--- config.mk ---
export PLATFORM = sky130hd
export DESIGN_NAME = adsq_top
export DESIGN_NICKNAME = d
export VERILOG_FILES = /design/src/adsq_top_fix_note.sv /design/src/adsq_pkg.sv /design/src/adsq_fifo.sv /design/src/adsq_sync.sv /design/src/adsq_top.sv
export VERILOG_INCLUDE_DIRS = /design/src
export SDC_FILE = /design/constraint.sdc
export NUM_CORES = 1
export LEC_CHECK = 0
export BUFFER_PORTS_ARGS = -buffer_cell sky130_fd_sc_hd__buf_2
export CORE_UTILIZATION = 60
export DETAILED_ROUTE_END_ITERATION = 6
export GPL_ROUTABILITY_DRIVEN = 0
export PLACE_DENSITY = 0.82
export RECOVER_POWER = 50
export SLEW_MARGIN = 20
export SYNTH_ARGS = -nofsm -noshare
export SYNTH_HDL_FRONTEND = slang
export SYNTH_SLANG_ARGS = --single-unit
--- constraint.sdc ---
create_clock -name clk_i -period 4 [get_ports clk_i]
set_input_delay 0.6 -clock clk_i [delete_from_list [all_inputs] [get_ports clk_i]]
set_output_delay 0.6 -clock clk_i [all_outputs]
set_load 0.01 [all_outputs]
--- src/adsq_map.svh ---
`ifndef ADSQ_MAP_SVH
`define ADSQ_MAP_SVH
// ==========================================================
// register addresses on the internal cpu bus
`define ADSQ_ADDR_STATUS 16'hffcb
`define ADSQ_ADDR_MODE 16'hffcc
`define ADSQ_ADDR_LATCH 16'hffcd
`define ADSQ_ADDR_FIFO_LO 16'hffce
`define ADSQ_ADDR_FIFO_HI 16'hffcf
// ==========================================================
// mode register fields
`define ADSQ_MODE_START_BIT 0
`define ADSQ_MODE_RPT_BIT 1
`define ADSQ_MODE_SPEED_BIT 2
`define ADSQ_MODE_CH_BIT 4
`define ADSQ_MODE_BUSY_BIT 7
// ==========================================================
// status register fields
`define ADSQ_STAT_CLR_BIT 4
`define ADSQ_STAT_EMPTY_BIT 5
`define ADSQ_STAT_FULL_BIT 6
// ==========================================================
// reset and fixed values
`define ADSQ_BIT_RST 1'b0
`define ADSQ_BYTE_RST 8'h00
`define ADSQ_EMPTY_READ 8'hff
// ==========================================================
// timing, in states and clock periods
`define ADSQ_CLK_NS 10
`define ADSQ_STATE_NS 10
`define ADSQ_STATE_CYC (`ADSQ_STATE_NS / `ADSQ_CLK_NS)
`define ADSQ_SMP_HS_STATES 2
`define ADSQ_SMP_LS_STATES 4
`define ADSQ_RESULT_STATE 5
`define ADSQ_FIFO_DEPTH 16
`define ADSQ_DATA_W 8
`endif

--- src/adsq_top_fix_note.sv ---
`default_nettype none
`default_nettype wire

--- src/adsq_pkg.sv ---
`default_nettype none
package adsq_pkg;
   // ==========================================================
   // carriers
   typedef struct packed {
      logic [15:0] addr;
      logic [7:0] wdata;
      logic wr;
      logic rd;
   } adsq_bus_req_t;

   typedef struct packed {
      logic valid;
      logic [7:0] data;
   } adsq_sample_t;

   // ==========================================================
   // sequencer states
   typedef enum logic [1:0] {
      ADSQ_IDLE = 2'b01,
      ADSQ_REPEAT = 2'b10
   } adsq_seq_t;
endpackage : adsq_pkg
`default_nettype wire

--- src/adsq_fifo.sv ---
`default_nettype none
module adsq_fifo #(
   parameter int WIDTH = 8,
   parameter int DEPTH = 16,
   parameter int PTR_W = 4
) (
   input wire logic clk_i,
   input wire logic rst_n_i,
   input wire logic clear_i,
   input wire logic in_valid_i,
   input wire logic [WIDTH-1:0] in_data_i,
   output logic in_ready_o,
   output logic out_valid_o,
   input wire logic out_ready_i,
   output logic [WIDTH-1:0] out_data_o,
   output logic [PTR_W-1:0] fill_o,
   output logic full_o,
   output logic empty_o
);
   logic [WIDTH-1:0] mem [DEPTH];
   logic [PTR_W-1:0] wr_ptr_ff;
   logic [PTR_W-1:0] rd_ptr_ff;
   logic [PTR_W:0] count_ff;
   logic [PTR_W:0] nxt_count;
   logic full_ff;
   logic empty_ff;
   logic push;
   logic pop;

   // full refuses pushes until a pop or clear
   assign in_ready_o = !full_ff;
   assign out_valid_o = !empty_ff;
   assign push = in_valid_i && !full_ff;
   // a clear in the same cycle swallows the pop but keeps the push
   assign pop = out_ready_i && !empty_ff && !clear_i;
   assign out_data_o = mem[rd_ptr_ff];
   // count of 16 wraps to 0 in the pointer field
   assign fill_o = count_ff[PTR_W-1:0];
   assign full_o = full_ff;
   assign empty_o = empty_ff;

   always_comb
   begin
      if (clear_i)
      begin
         nxt_count = (PTR_W+1)'(push);
      end
      else
      begin
         nxt_count = count_ff + (PTR_W+1)'(push) - (PTR_W+1)'(pop);
      end
   end

   always_ff @(posedge clk_i)
   begin
      if (push)
      begin
         mem[clear_i ? '0 : wr_ptr_ff] <= in_data_i;
      end
   end

   always_ff @(posedge clk_i or negedge rst_n_i)
   begin
      if (!rst_n_i)
      begin
         wr_ptr_ff <= '0;
         rd_ptr_ff <= '0;
         count_ff <= '0;
         full_ff <= 1'b0;
         empty_ff <= 1'b1;
      end
      else
      begin
         wr_ptr_ff <= (clear_i ? '0 : wr_ptr_ff) + PTR_W'(push);
         rd_ptr_ff <= clear_i ? '0 : rd_ptr_ff + PTR_W'(pop);
         count_ff <= nxt_count;
         full_ff <= (nxt_count == (PTR_W+1)'(DEPTH));
         empty_ff <= (nxt_count == '0);
      end
   end
endmodule : adsq_fifo
`default_nettype wire

--- src/adsq_sync.sv ---
`default_nettype none
module adsq_sync (
   input wire logic clk_i,
   input wire logic rst_n_i,
   input wire logic pin_i,
   output logic level_o,
   output logic rise_o
);
   logic s1_ff;
   logic s2_ff;
   logic s3_ff;
   logic level_ff;
   logic rise_ff;

   // ==========================================================
   // three stages, change accepted once the last two agree
   always_ff @(posedge clk_i or negedge rst_n_i)
   begin
      if (!rst_n_i)
      begin
         s1_ff <= 1'b0;
         s2_ff <= 1'b0;
         s3_ff <= 1'b0;
      end
      else
      begin
         s1_ff <= pin_i;
         s2_ff <= s1_ff;
         s3_ff <= s2_ff;
      end
   end

   always_ff @(posedge clk_i or negedge rst_n_i)
   begin
      if (!rst_n_i)
      begin
         level_ff <= 1'b0;
         rise_ff <= 1'b0;
      end
      else
      begin
         if (s2_ff == s3_ff)
         begin
            level_ff <= s3_ff;
         end
         rise_ff <= (s2_ff == s3_ff) && s3_ff && !level_ff;
      end
   end

   assign level_o = level_ff;
   assign rise_o = rise_ff;
endmodule : adsq_sync
`default_nettype wire

--- src/adsq_top.sv ---
`include "adsq_map.svh"
`default_nettype none
// What this block does
// - writing start begins conversion; reads zero
// - repeat mode restarts at the end of each sampling interval
// - repeat only from software start plus repeat
// - clearing repeat stops after current conversion
// - reset clears repeat: single conversion mode
// - sampling interval two states fast, four slow
// - speed resets low; one selects high speed
// - channel bit selects input zero or one
// - every result to latch, fifo while not full
// - clear empties fifo, pointer, full; sets empty unless a result arrives in the same cycle while not full
// - sixteenth entry sets full, stops pushes
// - latch keeps updating while fifo is full
// - reset sets empty; push clears it
// - interrupt equals inverse of empty flag
// - level interrupt; only clear or draining ends
// - read while empty gives ff, no change
// - four bit pointer counts entries, zero full/empty
// - pointer stays zero on refused read/push
// - fifo readable at both port addresses
// - pin start makes one conversion, ignores repeat
// - result ready in fifth state after start
module adsq_top (
   input wire logic clk_i,
   input wire logic rst_n_i,
   input wire adsq_pkg::adsq_bus_req_t bus_req_i,
   output logic [7:0] bus_rdata_o,
   input wire logic ext_start_i,
   input wire logic ext_start_en_i,
   input wire logic [7:0] analog_input_zero_code_i,
   input wire logic [7:0] analog_input_one_code_i,
   output logic input_channel_select_o,
   output logic converter_irq_o,
   output logic busy_o
);
   import adsq_pkg::*;

   localparam int PIPE = `ADSQ_RESULT_STATE - 1;
   localparam int HS_CYC = `ADSQ_SMP_HS_STATES * `ADSQ_STATE_CYC;
   localparam int LS_CYC = `ADSQ_SMP_LS_STATES * `ADSQ_STATE_CYC;
   localparam logic [2:0] HS_GAP = 3'(HS_CYC - 1);
   localparam logic [2:0] LS_GAP = 3'(LS_CYC - 1);

   // ==========================================================
   // bus decode
   logic wr_mode;
   logic wr_status;
   logic rd_fifo;
   logic hit_status;
   logic hit_mode;
   logic hit_latch;

   assign hit_status = (bus_req_i.addr == `ADSQ_ADDR_STATUS);
   assign hit_mode = (bus_req_i.addr == `ADSQ_ADDR_MODE);
   assign hit_latch = (bus_req_i.addr == `ADSQ_ADDR_LATCH);
   assign wr_mode = bus_req_i.wr && hit_mode;
   assign wr_status = bus_req_i.wr && hit_status;
   // both addresses pop, so a word load takes two entries
   assign rd_fifo = bus_req_i.rd && ((bus_req_i.addr == `ADSQ_ADDR_FIFO_LO) ||
                                    (bus_req_i.addr == `ADSQ_ADDR_FIFO_HI));

   // ==========================================================
   // mode register
   logic rpt_ff;
   logic speed_ff;
   logic ch_ff;

   always_ff @(posedge clk_i or negedge rst_n_i)
   begin
      if (!rst_n_i)
      begin
         rpt_ff <= `ADSQ_BIT_RST;
      end
      else if (wr_mode)
      begin
         rpt_ff <= bus_req_i.wdata[`ADSQ_MODE_RPT_BIT];
      end
   end

   always_ff @(posedge clk_i or negedge rst_n_i)
   begin
      if (!rst_n_i)
      begin
         speed_ff <= `ADSQ_BIT_RST;
      end
      else if (wr_mode)
      begin
         speed_ff <= bus_req_i.wdata[`ADSQ_MODE_SPEED_BIT];
      end
   end

   always_ff @(posedge clk_i or negedge rst_n_i)
   begin
      if (!rst_n_i)
      begin
         ch_ff <= `ADSQ_BIT_RST;
      end
      else if (wr_mode)
      begin
         ch_ff <= bus_req_i.wdata[`ADSQ_MODE_CH_BIT];
      end
   end

   // the unselected pin stays with the port logic outside
   assign input_channel_select_o = ch_ff;

   // ==========================================================
   // start sources
   logic ext_level;
   logic ext_rise;
   logic sw_start;
   logic sw_repeat;
   logic ext_start;

   adsq_sync u_start_sync (
      .clk_i(clk_i),
      .rst_n_i(rst_n_i),
      .pin_i(ext_start_i),
      .level_o(ext_level),
      .rise_o(ext_rise)
   );

   assign sw_start = wr_mode && bus_req_i.wdata[`ADSQ_MODE_START_BIT];
   assign sw_repeat = sw_start && bus_req_i.wdata[`ADSQ_MODE_RPT_BIT];
   // one rising edge, one conversion; repeat bit not consulted
   assign ext_start = ext_rise && ext_level && ext_start_en_i;

   // ==========================================================
   // conversion sequencer
   adsq_seq_t state_ff;
   adsq_seq_t nxt_state;
   logic [2:0] gap_ff;
   logic gap_zero;
   logic take_sample;
   logic [2:0] gap_load;

   assign gap_zero = (gap_ff == 3'h0);
   assign gap_load = speed_ff ? HS_GAP : LS_GAP;

   // channel must already be set; a start in the same write
   // still samples the old selection
   always_comb
   begin
      nxt_state = state_ff;
      take_sample = 1'b0;
      unique case (state_ff)
         ADSQ_IDLE:
         begin
            if (gap_zero && (sw_start || ext_start))
            begin
               take_sample = 1'b1;
               if (sw_repeat)
               begin
                  nxt_state = ADSQ_REPEAT;
               end
            end
         end
         ADSQ_REPEAT:
         begin
            if (gap_zero)
            begin
               if (rpt_ff)
               begin
                  take_sample = 1'b1;
               end
               else
               begin
                  nxt_state = ADSQ_IDLE;
               end
            end
         end
         default:
         begin
            nxt_state = ADSQ_IDLE;
         end
      endcase
   end

   always_ff @(posedge clk_i or negedge rst_n_i)
   begin
      if (!rst_n_i)
      begin
         state_ff <= ADSQ_IDLE;
      end
      else
      begin
         state_ff <= nxt_state;
      end
   end

   // spacing between samples; a start during it is dropped
   always_ff @(posedge clk_i or negedge rst_n_i)
   begin
      if (!rst_n_i)
      begin
         gap_ff <= 3'h0;
      end
      else if (take_sample)
      begin
         gap_ff <= gap_load;
      end
      else if (!gap_zero)
      begin
         gap_ff <= gap_ff - 3'h1;
      end
   end

   // ==========================================================
   // conversion pipeline: sample in state 1, result in state 5
   adsq_sample_t pipe_ff [PIPE];
   logic [PIPE-1:0] pipe_valid;
   adsq_sample_t sample_in;
   adsq_sample_t result;

   always_comb
   begin
      sample_in.valid = take_sample;
      sample_in.data = ch_ff ? analog_input_one_code_i : analog_input_zero_code_i;
   end

   generate
      for (genvar i = 0; i < PIPE; i++)
      begin : g_stage
         always_ff @(posedge clk_i or negedge rst_n_i)
         begin
            if (!rst_n_i)
            begin
               pipe_ff[i] <= '0;
            end
            else if (i == 0)
            begin
               pipe_ff[i] <= sample_in;
            end
            else
            begin
               pipe_ff[i] <= pipe_ff[(i == 0) ? 0 : i-1];
            end
         end
         assign pipe_valid[i] = pipe_ff[i].valid;
      end
   endgenerate

   assign result = pipe_ff[PIPE-1];

   // ==========================================================
   // result latch and fifo
   logic [7:0] latch_ff;
   logic fifo_in_ready;
   logic fifo_out_valid;
   logic [7:0] fifo_data;
   logic [3:0] fifo_fill;
   logic fifo_full;
   logic fifo_empty;
   logic fifo_clear;
   logic fifo_pop;

   // latch is written regardless of fifo room
   always_ff @(posedge clk_i or negedge rst_n_i)
   begin
      if (!rst_n_i)
      begin
         latch_ff <= `ADSQ_BYTE_RST;
      end
      else if (result.valid)
      begin
         latch_ff <= result.data;
      end
   end

   assign fifo_clear = wr_status && bus_req_i.wdata[`ADSQ_STAT_CLR_BIT];
   // a read while empty never reaches the fifo
   assign fifo_pop = rd_fifo && fifo_out_valid;

   // a full fifo drops the result rather than stall conversion
   adsq_fifo #(
      .WIDTH(`ADSQ_DATA_W),
      .DEPTH(`ADSQ_FIFO_DEPTH),
      .PTR_W(4)
   ) u_fifo (
      .clk_i(clk_i),
      .rst_n_i(rst_n_i),
      .clear_i(fifo_clear),
      .in_valid_i(result.valid),
      .in_data_i(result.data),
      .in_ready_o(fifo_in_ready),
      .out_valid_o(fifo_out_valid),
      .out_ready_i(fifo_pop),
      .out_data_o(fifo_data),
      .fill_o(fifo_fill),
      .full_o(fifo_full),
      .empty_o(fifo_empty)
   );

   // ==========================================================
   // interrupt: level, follows the empty flag only
   logic irq_ff;

   always_ff @(posedge clk_i or negedge rst_n_i)
   begin
      if (!rst_n_i)
      begin
         irq_ff <= 1'b0;
      end
      else
      begin
         // same next-empty view as the fifo; a clear keeps
         // only a push that a non-full fifo accepts
         irq_ff <= fifo_clear ? (result.valid && fifo_in_ready) :
                   ((!fifo_empty || (result.valid && fifo_in_ready)) &&
                   !(fifo_pop && fifo_fill == 4'h1 && !result.valid &&
                     !fifo_full));
      end
   end

   assign converter_irq_o = irq_ff;

   // ==========================================================
   // busy status
   logic busy_ff;

   always_ff @(posedge clk_i or negedge rst_n_i)
   begin
      if (!rst_n_i)
      begin
         busy_ff <= 1'b0;
      end
      else
      begin
         busy_ff <= (nxt_state != ADSQ_IDLE) || take_sample || (|pipe_valid[PIPE-2:0]);
      end
   end

   assign busy_o = busy_ff;

   // ==========================================================
   // read data, one cycle after the read strobe
   logic [7:0] rdata_ff;
   logic [7:0] nxt_rdata;

   always_comb
   begin
      nxt_rdata = `ADSQ_BYTE_RST;
      if (hit_status)
      begin
         nxt_rdata[3:0] = fifo_fill;
         nxt_rdata[`ADSQ_STAT_EMPTY_BIT] = fifo_empty;
         nxt_rdata[`ADSQ_STAT_FULL_BIT] = fifo_full;
      end
      else if (hit_mode)
      begin
         // start bit always reads back zero
         nxt_rdata[`ADSQ_MODE_START_BIT] = 1'b0;
         nxt_rdata[`ADSQ_MODE_RPT_BIT] = rpt_ff;
         nxt_rdata[`ADSQ_MODE_SPEED_BIT] = speed_ff;
         nxt_rdata[`ADSQ_MODE_CH_BIT] = ch_ff;
         nxt_rdata[`ADSQ_MODE_BUSY_BIT] = busy_ff;
      end
      else if (hit_latch)
      begin
         nxt_rdata = latch_ff;
      end
      else if (rd_fifo)
      begin
         nxt_rdata = fifo_out_valid ? fifo_data : `ADSQ_EMPTY_READ;
      end
   end

   always_ff @(posedge clk_i or negedge rst_n_i)
   begin
      if (!rst_n_i)
      begin
         rdata_ff <= `ADSQ_BYTE_RST;
      end
      else if (bus_req_i.rd)
      begin
         rdata_ff <= nxt_rdata;
      end
   end

   assign bus_rdata_o = rdata_ff;
endmodule : adsq_top
`default_nettype wire

# Word-level counts from Yosys, hierarchy flattened
# Memory sizes are Yosys's and may differ from the RTL's.
# Index checks and enable logic that the tools add are counted.
# word_totals
register_bits	82
output_inout_bits	11
wordCells	109
memories	1
ram_bits	128
inputBits	46
# mem_list
memory	depth	word_bits	read_ports	rd_ports_with_merged_regs	wr	line	source
u_fifo.mem	16	8	1	0	1	adsq_fifo.sv:20	logic [WIDTH-1:0] mem [DEPTH];
# op_classes
reduce_logical	33
muxes	31
eq_ne	12
n_addsub	5
# ops
op	n
equality test 16 bit, second input constant	5
2-to-1 mux 8 bit	4
logical AND 1 bit	19
2-to-1 mux 2 bit	7
2-to-1 mux 4 bit	3
2-to-1 mux 1 bit	11
2-to-1 mux 3 bit	3
adder 4 x 1 -> 4 bit	2
logical NOT 1 bit	6
adder 5 x 1 -> 5 bit	1
equality test 5 bit, second input constant	1
logical NOT 5 bit	1
logical OR 1 bit	5
2-to-1 mux 5 bit	1
subtractor 5 x 1 -> 5 bit	1
equality test 4 x 1 -> 1 bit, second input constant	1
inequality test 2 x 1 -> 1 bit, second input constant	2
one-hot mux 2 bit (2 select lines)	1
logical NOT 3 bit	1
OR reduction 3 bit	1
subtractor 3 x 1 -> 3 bit, second input constant	1
equality test 2 x 1 -> 1 bit, second input constant	1
equality test 2 bit, second input constant	1
one-hot mux 1 bit (2 select lines)	1
equality test 1 bit	1

# Longest topological paths before layout
# depth
depth_word	10
depth_mapped	15
mapped_depth_nobuf	14

# By module
# A second synthesis with hierarchy kept.
# unflattened
hier_cells	493
hier_area_um2	8435.6
# by_module_without_submodules
module	seq_area_each_um2	area_per_inst_um2	cells_each	instances
adsq_fifo	4220.3	5819.3	297	1
adsq_top	1552.7	2457.4	188	1
adsq_sync	125.1	158.9	8	1

# Worst setup path after synthesis
# OpenSTA, ideal clock, no wires.
# synth_timing
path_kind	input-to-reg
start	input port bus_req_i[24] in the netlist's numbering
end	register u_fifo.full_ff (netlist: u_fifo.full_o)
setup_ps	78
stages	15
required_time_ps	3922
t_arrival_ps	3497
n_path_buf	1
slack_ps	425
path_cell_list	nand4_1 > or4_4 > nor3_4 > buf_6 > nor3_1 > ha_1 > inv_1 > ha_1 > inv_1 > fa_1 > nand2b_1 > a21oi_1 > nor3_1 > nor3_1 > a21boi_1
# synth_between
elab_chain_len	9
elab_cells_between_ends	14
classes_between	1 x add/sub; 4 x eq/ne; 1 x mux; 8 x reduce/logical
# synth_lines
item	line	source
start: declaration	adsq_top.sv:28	input wire adsq_pkg::adsq_bus_req_t bus_req_i,
equality test 16 bit (no line)	-	
logical OR 1 bit	adsq_top.sv:61	assign rd_fifo = bus_req_i.rd && ((bus_req_i.addr == `ADSQ_ADDR_FIFO_LO) ||
logical AND 1 bit	adsq_top.sv:61	
logical AND 1 bit	adsq_top.sv:274	assign fifo_pop = rd_fifo && fifo_out_valid;
logical AND 1 bit (2 in a row)	adsq_fifo.sv:35	assign pop = out_ready_i && !empty_ff && !clear_i;
subtractor 5 x 1 -> 5 bit	adsq_fifo.sv:50	nxt_count = count_ff + (PTR_W+1)'(push) - (PTR_W+1)'(pop);
2-to-1 mux 5 bit (*)	adsq_fifo.sv:44	if (clear_i)
via u_fifo.nxt_count[4]	adsq_fifo.sv:24	logic [PTR_W:0] nxt_count;
equality test 5 bit (*)	adsq_fifo.sv:77	full_ff <= (nxt_count == (PTR_W+1)'(DEPTH));
end signal: assignment	adsq_fifo.sv:77	
end: declaration	adsq_fifo.sv:25	logic full_ff;
# The timed path passes the listed nets; every way through them passes the cells marked *.
# A chain may end at the register's enable or synchronous reset.

# Final worst setup path
# layout_timing
start	input port bus_req_i[14] in the netlist's numbering
end	register u_fifo.full_ff (netlist: u_fifo.full_o)
# Same word-level chain as after synthesis.

==> flow_metrics.tcl <==
set metrics [dict create \
    status "finished, violations left" \
    antenna_left 0 \
    p_per_area_nw_per_um2 513 \
    grt_max_degree 83 \
    fin_crit_ps 3210 \
    grt-ovfl-total 0 \
    viasPerCell 6.22 \
    first_iter_violations 441 \
    wl_per_cell_microns 22.3 \
    synth_seq_area_share 0.703 \
    clock-root-buffer "clkbuf_16" \
    setup_ws_ps 794 \
    cts_max_level 1 \
    synth_edf_count 128 \
    end_kind "flip-flop" \
    maxCapViolCount 1 \
    layout-drive-gt1-share 0.287 \
    numCtsBuffers 21 \
    ys_types 54 \
    wirelength_microns 17000 \
    antenna_cells 0 \
    violations "capacitance limit, slew limit" \
    cts_hold_buf 0 \
    start_kind "input pin" \
    p_total_mw 4.92 \
    die_y_microns 120 \
    relSlewSlack -0.283 \
    port_buffers 52 \
    worstMarginPinSlew_ps 1920 \
    vias 4749 \
    rsz0062_at_grt "false" \
    core_area_sq_um 13500 \
    hold_viol 0 \
    syn_area_sq_um 8400 \
    rows 42 \
    holdPathStages 1 \
    max_freq_ghz 0.312 \
    clock_path_buffers 3 \
    hp-class "input pin to flip-flop" \
    crit_chain "buf_2 -> nand4bb_1 -> nor4_1 -> nand4_1 -> nor3_1 -> ha_1 -> inv_1 -> ha_1 -> inv_1 -> fa_1 -> nand2b_1 -> a21oi_1 -> nor3_1 -> nor3_1 -> a21boi_1" \
    post-route-period-util 0.802 \
    p_leak_nw 3.61 \
    fin_skew_ps 6.83 \
    dieArea_sq_um 14500 \
    path_max_fanout 4 \
    clk_latency_ps 490 \
    drt_pass1_iterations 5 \
    drc 0 \
    synth-seq-cells 210 \
    postCtsSetupRepairBufs 0 \
    n_fill_cell 831 \
    antenna_found_initial 0 \
    critPathSlowestCell "fa_1" \
    syn-num-nets 565 \
    track_usage 0.247 \
    grt_pass1_wl_microns 26500 \
    slowest_delay_ps 400 \
    setup_tns_ps 0 \
    final_nets 635 \
    syn_area_per_cell_sq_um 16.7 \
    critPathKind "input pin to flip-flop" \
    synth_warnings 0 \
    synth_cells 503 \
    r2r_cells 6 \
    seq_area_sq_um 5900 \
    post_cts_resized 0 \
    crit_arrival_ps 3620 \
    ios 57 \
    grt_pass1_vias 4917 \
    r2r_end "u_fifo.mem[5][5]" \
    cts.sinks 210 \
    place_hpwl_microns 10900 \
    worstPathRequired_ps 4420 \
    dp_slack_ps 339 \
    whs_ps 215 \
    area_growth_pct 14.0 \
    rrSetupSlack_ps 1230 \
    setup_viol 0 \
    reg2reg_from "u_fifo.full_o" \
    hold_end "u_start_sync.s1_ff" \
    peakVddDrop_mv 0.499 \
    cp_common_cell "nor3_1" \
    multi_input_area_sq_um 2320 \
    critical_path.startpoint "bus_req_i[14]" \
    initial_utilization 0.624 \
    slew_violations 83 \
    synth-main-ff-cell "edfxtp_1" \
    cts_tree "built" \
    min_from "ext_start_i" \
    synthArstFlopShare 0.390 \
    die_x_microns 120 \
    clk_pin_slew_worst_paths_ps 60 \
]
## area by class of cell
class | instances | share of cell area
Clock inverter | 9 | 0.00810
Clock buffer | 29 | 0.0634
Timing Repair Buffer | 69 | 0.0405
Tap cell | 176 | 0.0230
Inverter | 16 | 0.00627
Sequential cell | 210 | 0.616
Multi-Input combinational cell | 255 | 0.243
## how the worst max path moves through the flow
stage / to / slack [ps] / depth (start not counted)
floorplan: u_fifo.full_o / 430 / 15
global placement: u_fifo.full_o / 470 / 15
detailed placement: u_fifo.full_o / 340 / 15
CTS: u_fifo.full_o / 830 / 15
global route: u_fifo.full_o / 510 / 15
finish: u_fifo.full_o / 790 / 15
## where the power goes
part	switching (mW)	internal [mW]	total, mW
clock	0.791	1.13	1.92
combinational	0.255	0.217	0.472
sequential	0.104	2.42	2.52
total	1.15	3.77	4.92
## state kept, by name, indices dropped and copies added, names as in the netlist
| name | flops |
|---|---|
| state_ff | 2 |
| speed_ff | 1 |
| converter_irq_o | 1 |
| input_channel_select_o | 1 |
| u_start_sync.rise_o | 1 |
| u_start_sync.s3_ff | 1 |
| u_start_sync.s1_ff | 1 |
| busy_o | 1 |
| u_fifo.wr_ptr_ff | 4 |
| gap_ff | 3 |
| bus_rdata_o | 8 |
| u_start_sync.level_o | 1 |
| u_start_sync.s2_ff | 1 |
| u_fifo.count_ff | 5 |
| u_fifo.rd_ptr_ff | 4 |
| u_fifo.full_o | 1 |
| rpt_ff | 1 |
| u_fifo.empty_o | 1 |
| u_fifo.mem | 128 |
| pipe_ff | 36 |
| latch_ff | 8 |
## Yosys cell counts, types with 2 or more instances
master | instances | area [sq um]
edfxtp_1 | 128 | 3840
dfrtp_1 | 80 | 2000
mux2_2 | 32 | 360
mux4_2 | 26 | 586
nor2_1 | 24 | 90.1
nand2_1 | 17 | 63.8
inv_1 | 16 | 60.1
ha_1 | 15 | 188
mux2i_1 | 13 | 130
nand2b_1 | 11 | 68.8
nand3_1 | 11 | 55.1
nor3_1 | 10 | 50.1
nor4_1 | 9 | 56.3
a21oi_1 | 8 | 40.0
buf_2 | 8 | 40.0
clkbuf_1 | 7 | 26.3
a31oi_1 | 6 | 37.5
a32oi_1 | 6 | 52.6
nor2b_1 | 5 | 31.3
o21ai_0 | 5 | 25.0
a221oi_1 | 4 | 35.0
a22oi_1 | 4 | 30.0
and2b_1 | 4 | 30.0
buf_4 | 4 | 30.0
o22ai_1 | 4 | 25.0
xnor2_1 | 4 | 35.0
xor2_1 | 4 | 35.0
nand4_1 | 3 | 18.8
nor3b_1 | 3 | 22.5
buf_1 | 2 | 7.51
dfstp_2 | 2 | 52.6
nand4b_1 | 2 | 17.5
o21a_1 | 2 | 15.0
o31ai_1 | 2 | 15.0
o32ai_1 | 2 | 17.5
or3_1 | 2 | 12.5
## cells by family (layout without fill, tap and decap cells)
group	after synthesis	in the layout	synth area share
DFF	210	210	0.703
muxes	71	71	0.128
xor gates and xnor gates	8	8	0.00834
and+or+nand+nor	114	114	0.0775
AOI/OAI and AO/OA	46	46	0.0379
adders and majority gates	16	16	0.0247
buffers and inverters	38	123	0.0209
## routing by layer
metal  GRT usage  wire [microns]
met2       0.423            8700
met3      0.0344             985
met1       0.330            6900
met5           0               0
met4      0.0818             446
## cell usage in the layout (no fill, tap or decap), types with 6 or more instances in the layout
| cell type | instances |
|---|---|
| edfxtp_1 | 128 |
| dfrtp_1 | 79 |
| buf_2 | 51 |
| mux2_2 | 32 |
| mux4_2 | 26 |
| nor2_1 | 24 |
| clkbuf_16 | 22 |
| nand2_1 | 17 |
| buf_4 | 17 |
| inv_1 | 16 |
| ha_1 | 15 |
| mux2i_1 | 13 |
| nand3_1 | 11 |
| nand2b_1 | 11 |
| nor3_1 | 10 |
| nor4_1 | 9 |
| a21oi_1 | 8 |
| a31oi_1 | 6 |
| a32oi_1 | 6 |
## metrics by stage
| step | std cells | util | area, sq um |
|---|---|---|---|
| after floorplan | 503 | - | 8400 |
| after global placement | 726 | 0.661 | 8890 |
| after detailed placement | 726 | 0.661 | 8890 |
| after CTS | 764 | 0.712 | 9580 |
| after global routing | 764 | 0.712 | 9570 |
| final | 764 | 0.712 | 9570 |
## critical path, delay by kind of cell
family          cells  cell delay [ps]
compound gates      2              390
fa+ha+maj           3              860
buf+inv             3              210
simple gates        7             1580
Note: power is estimated with default switching activity, not from simulation.
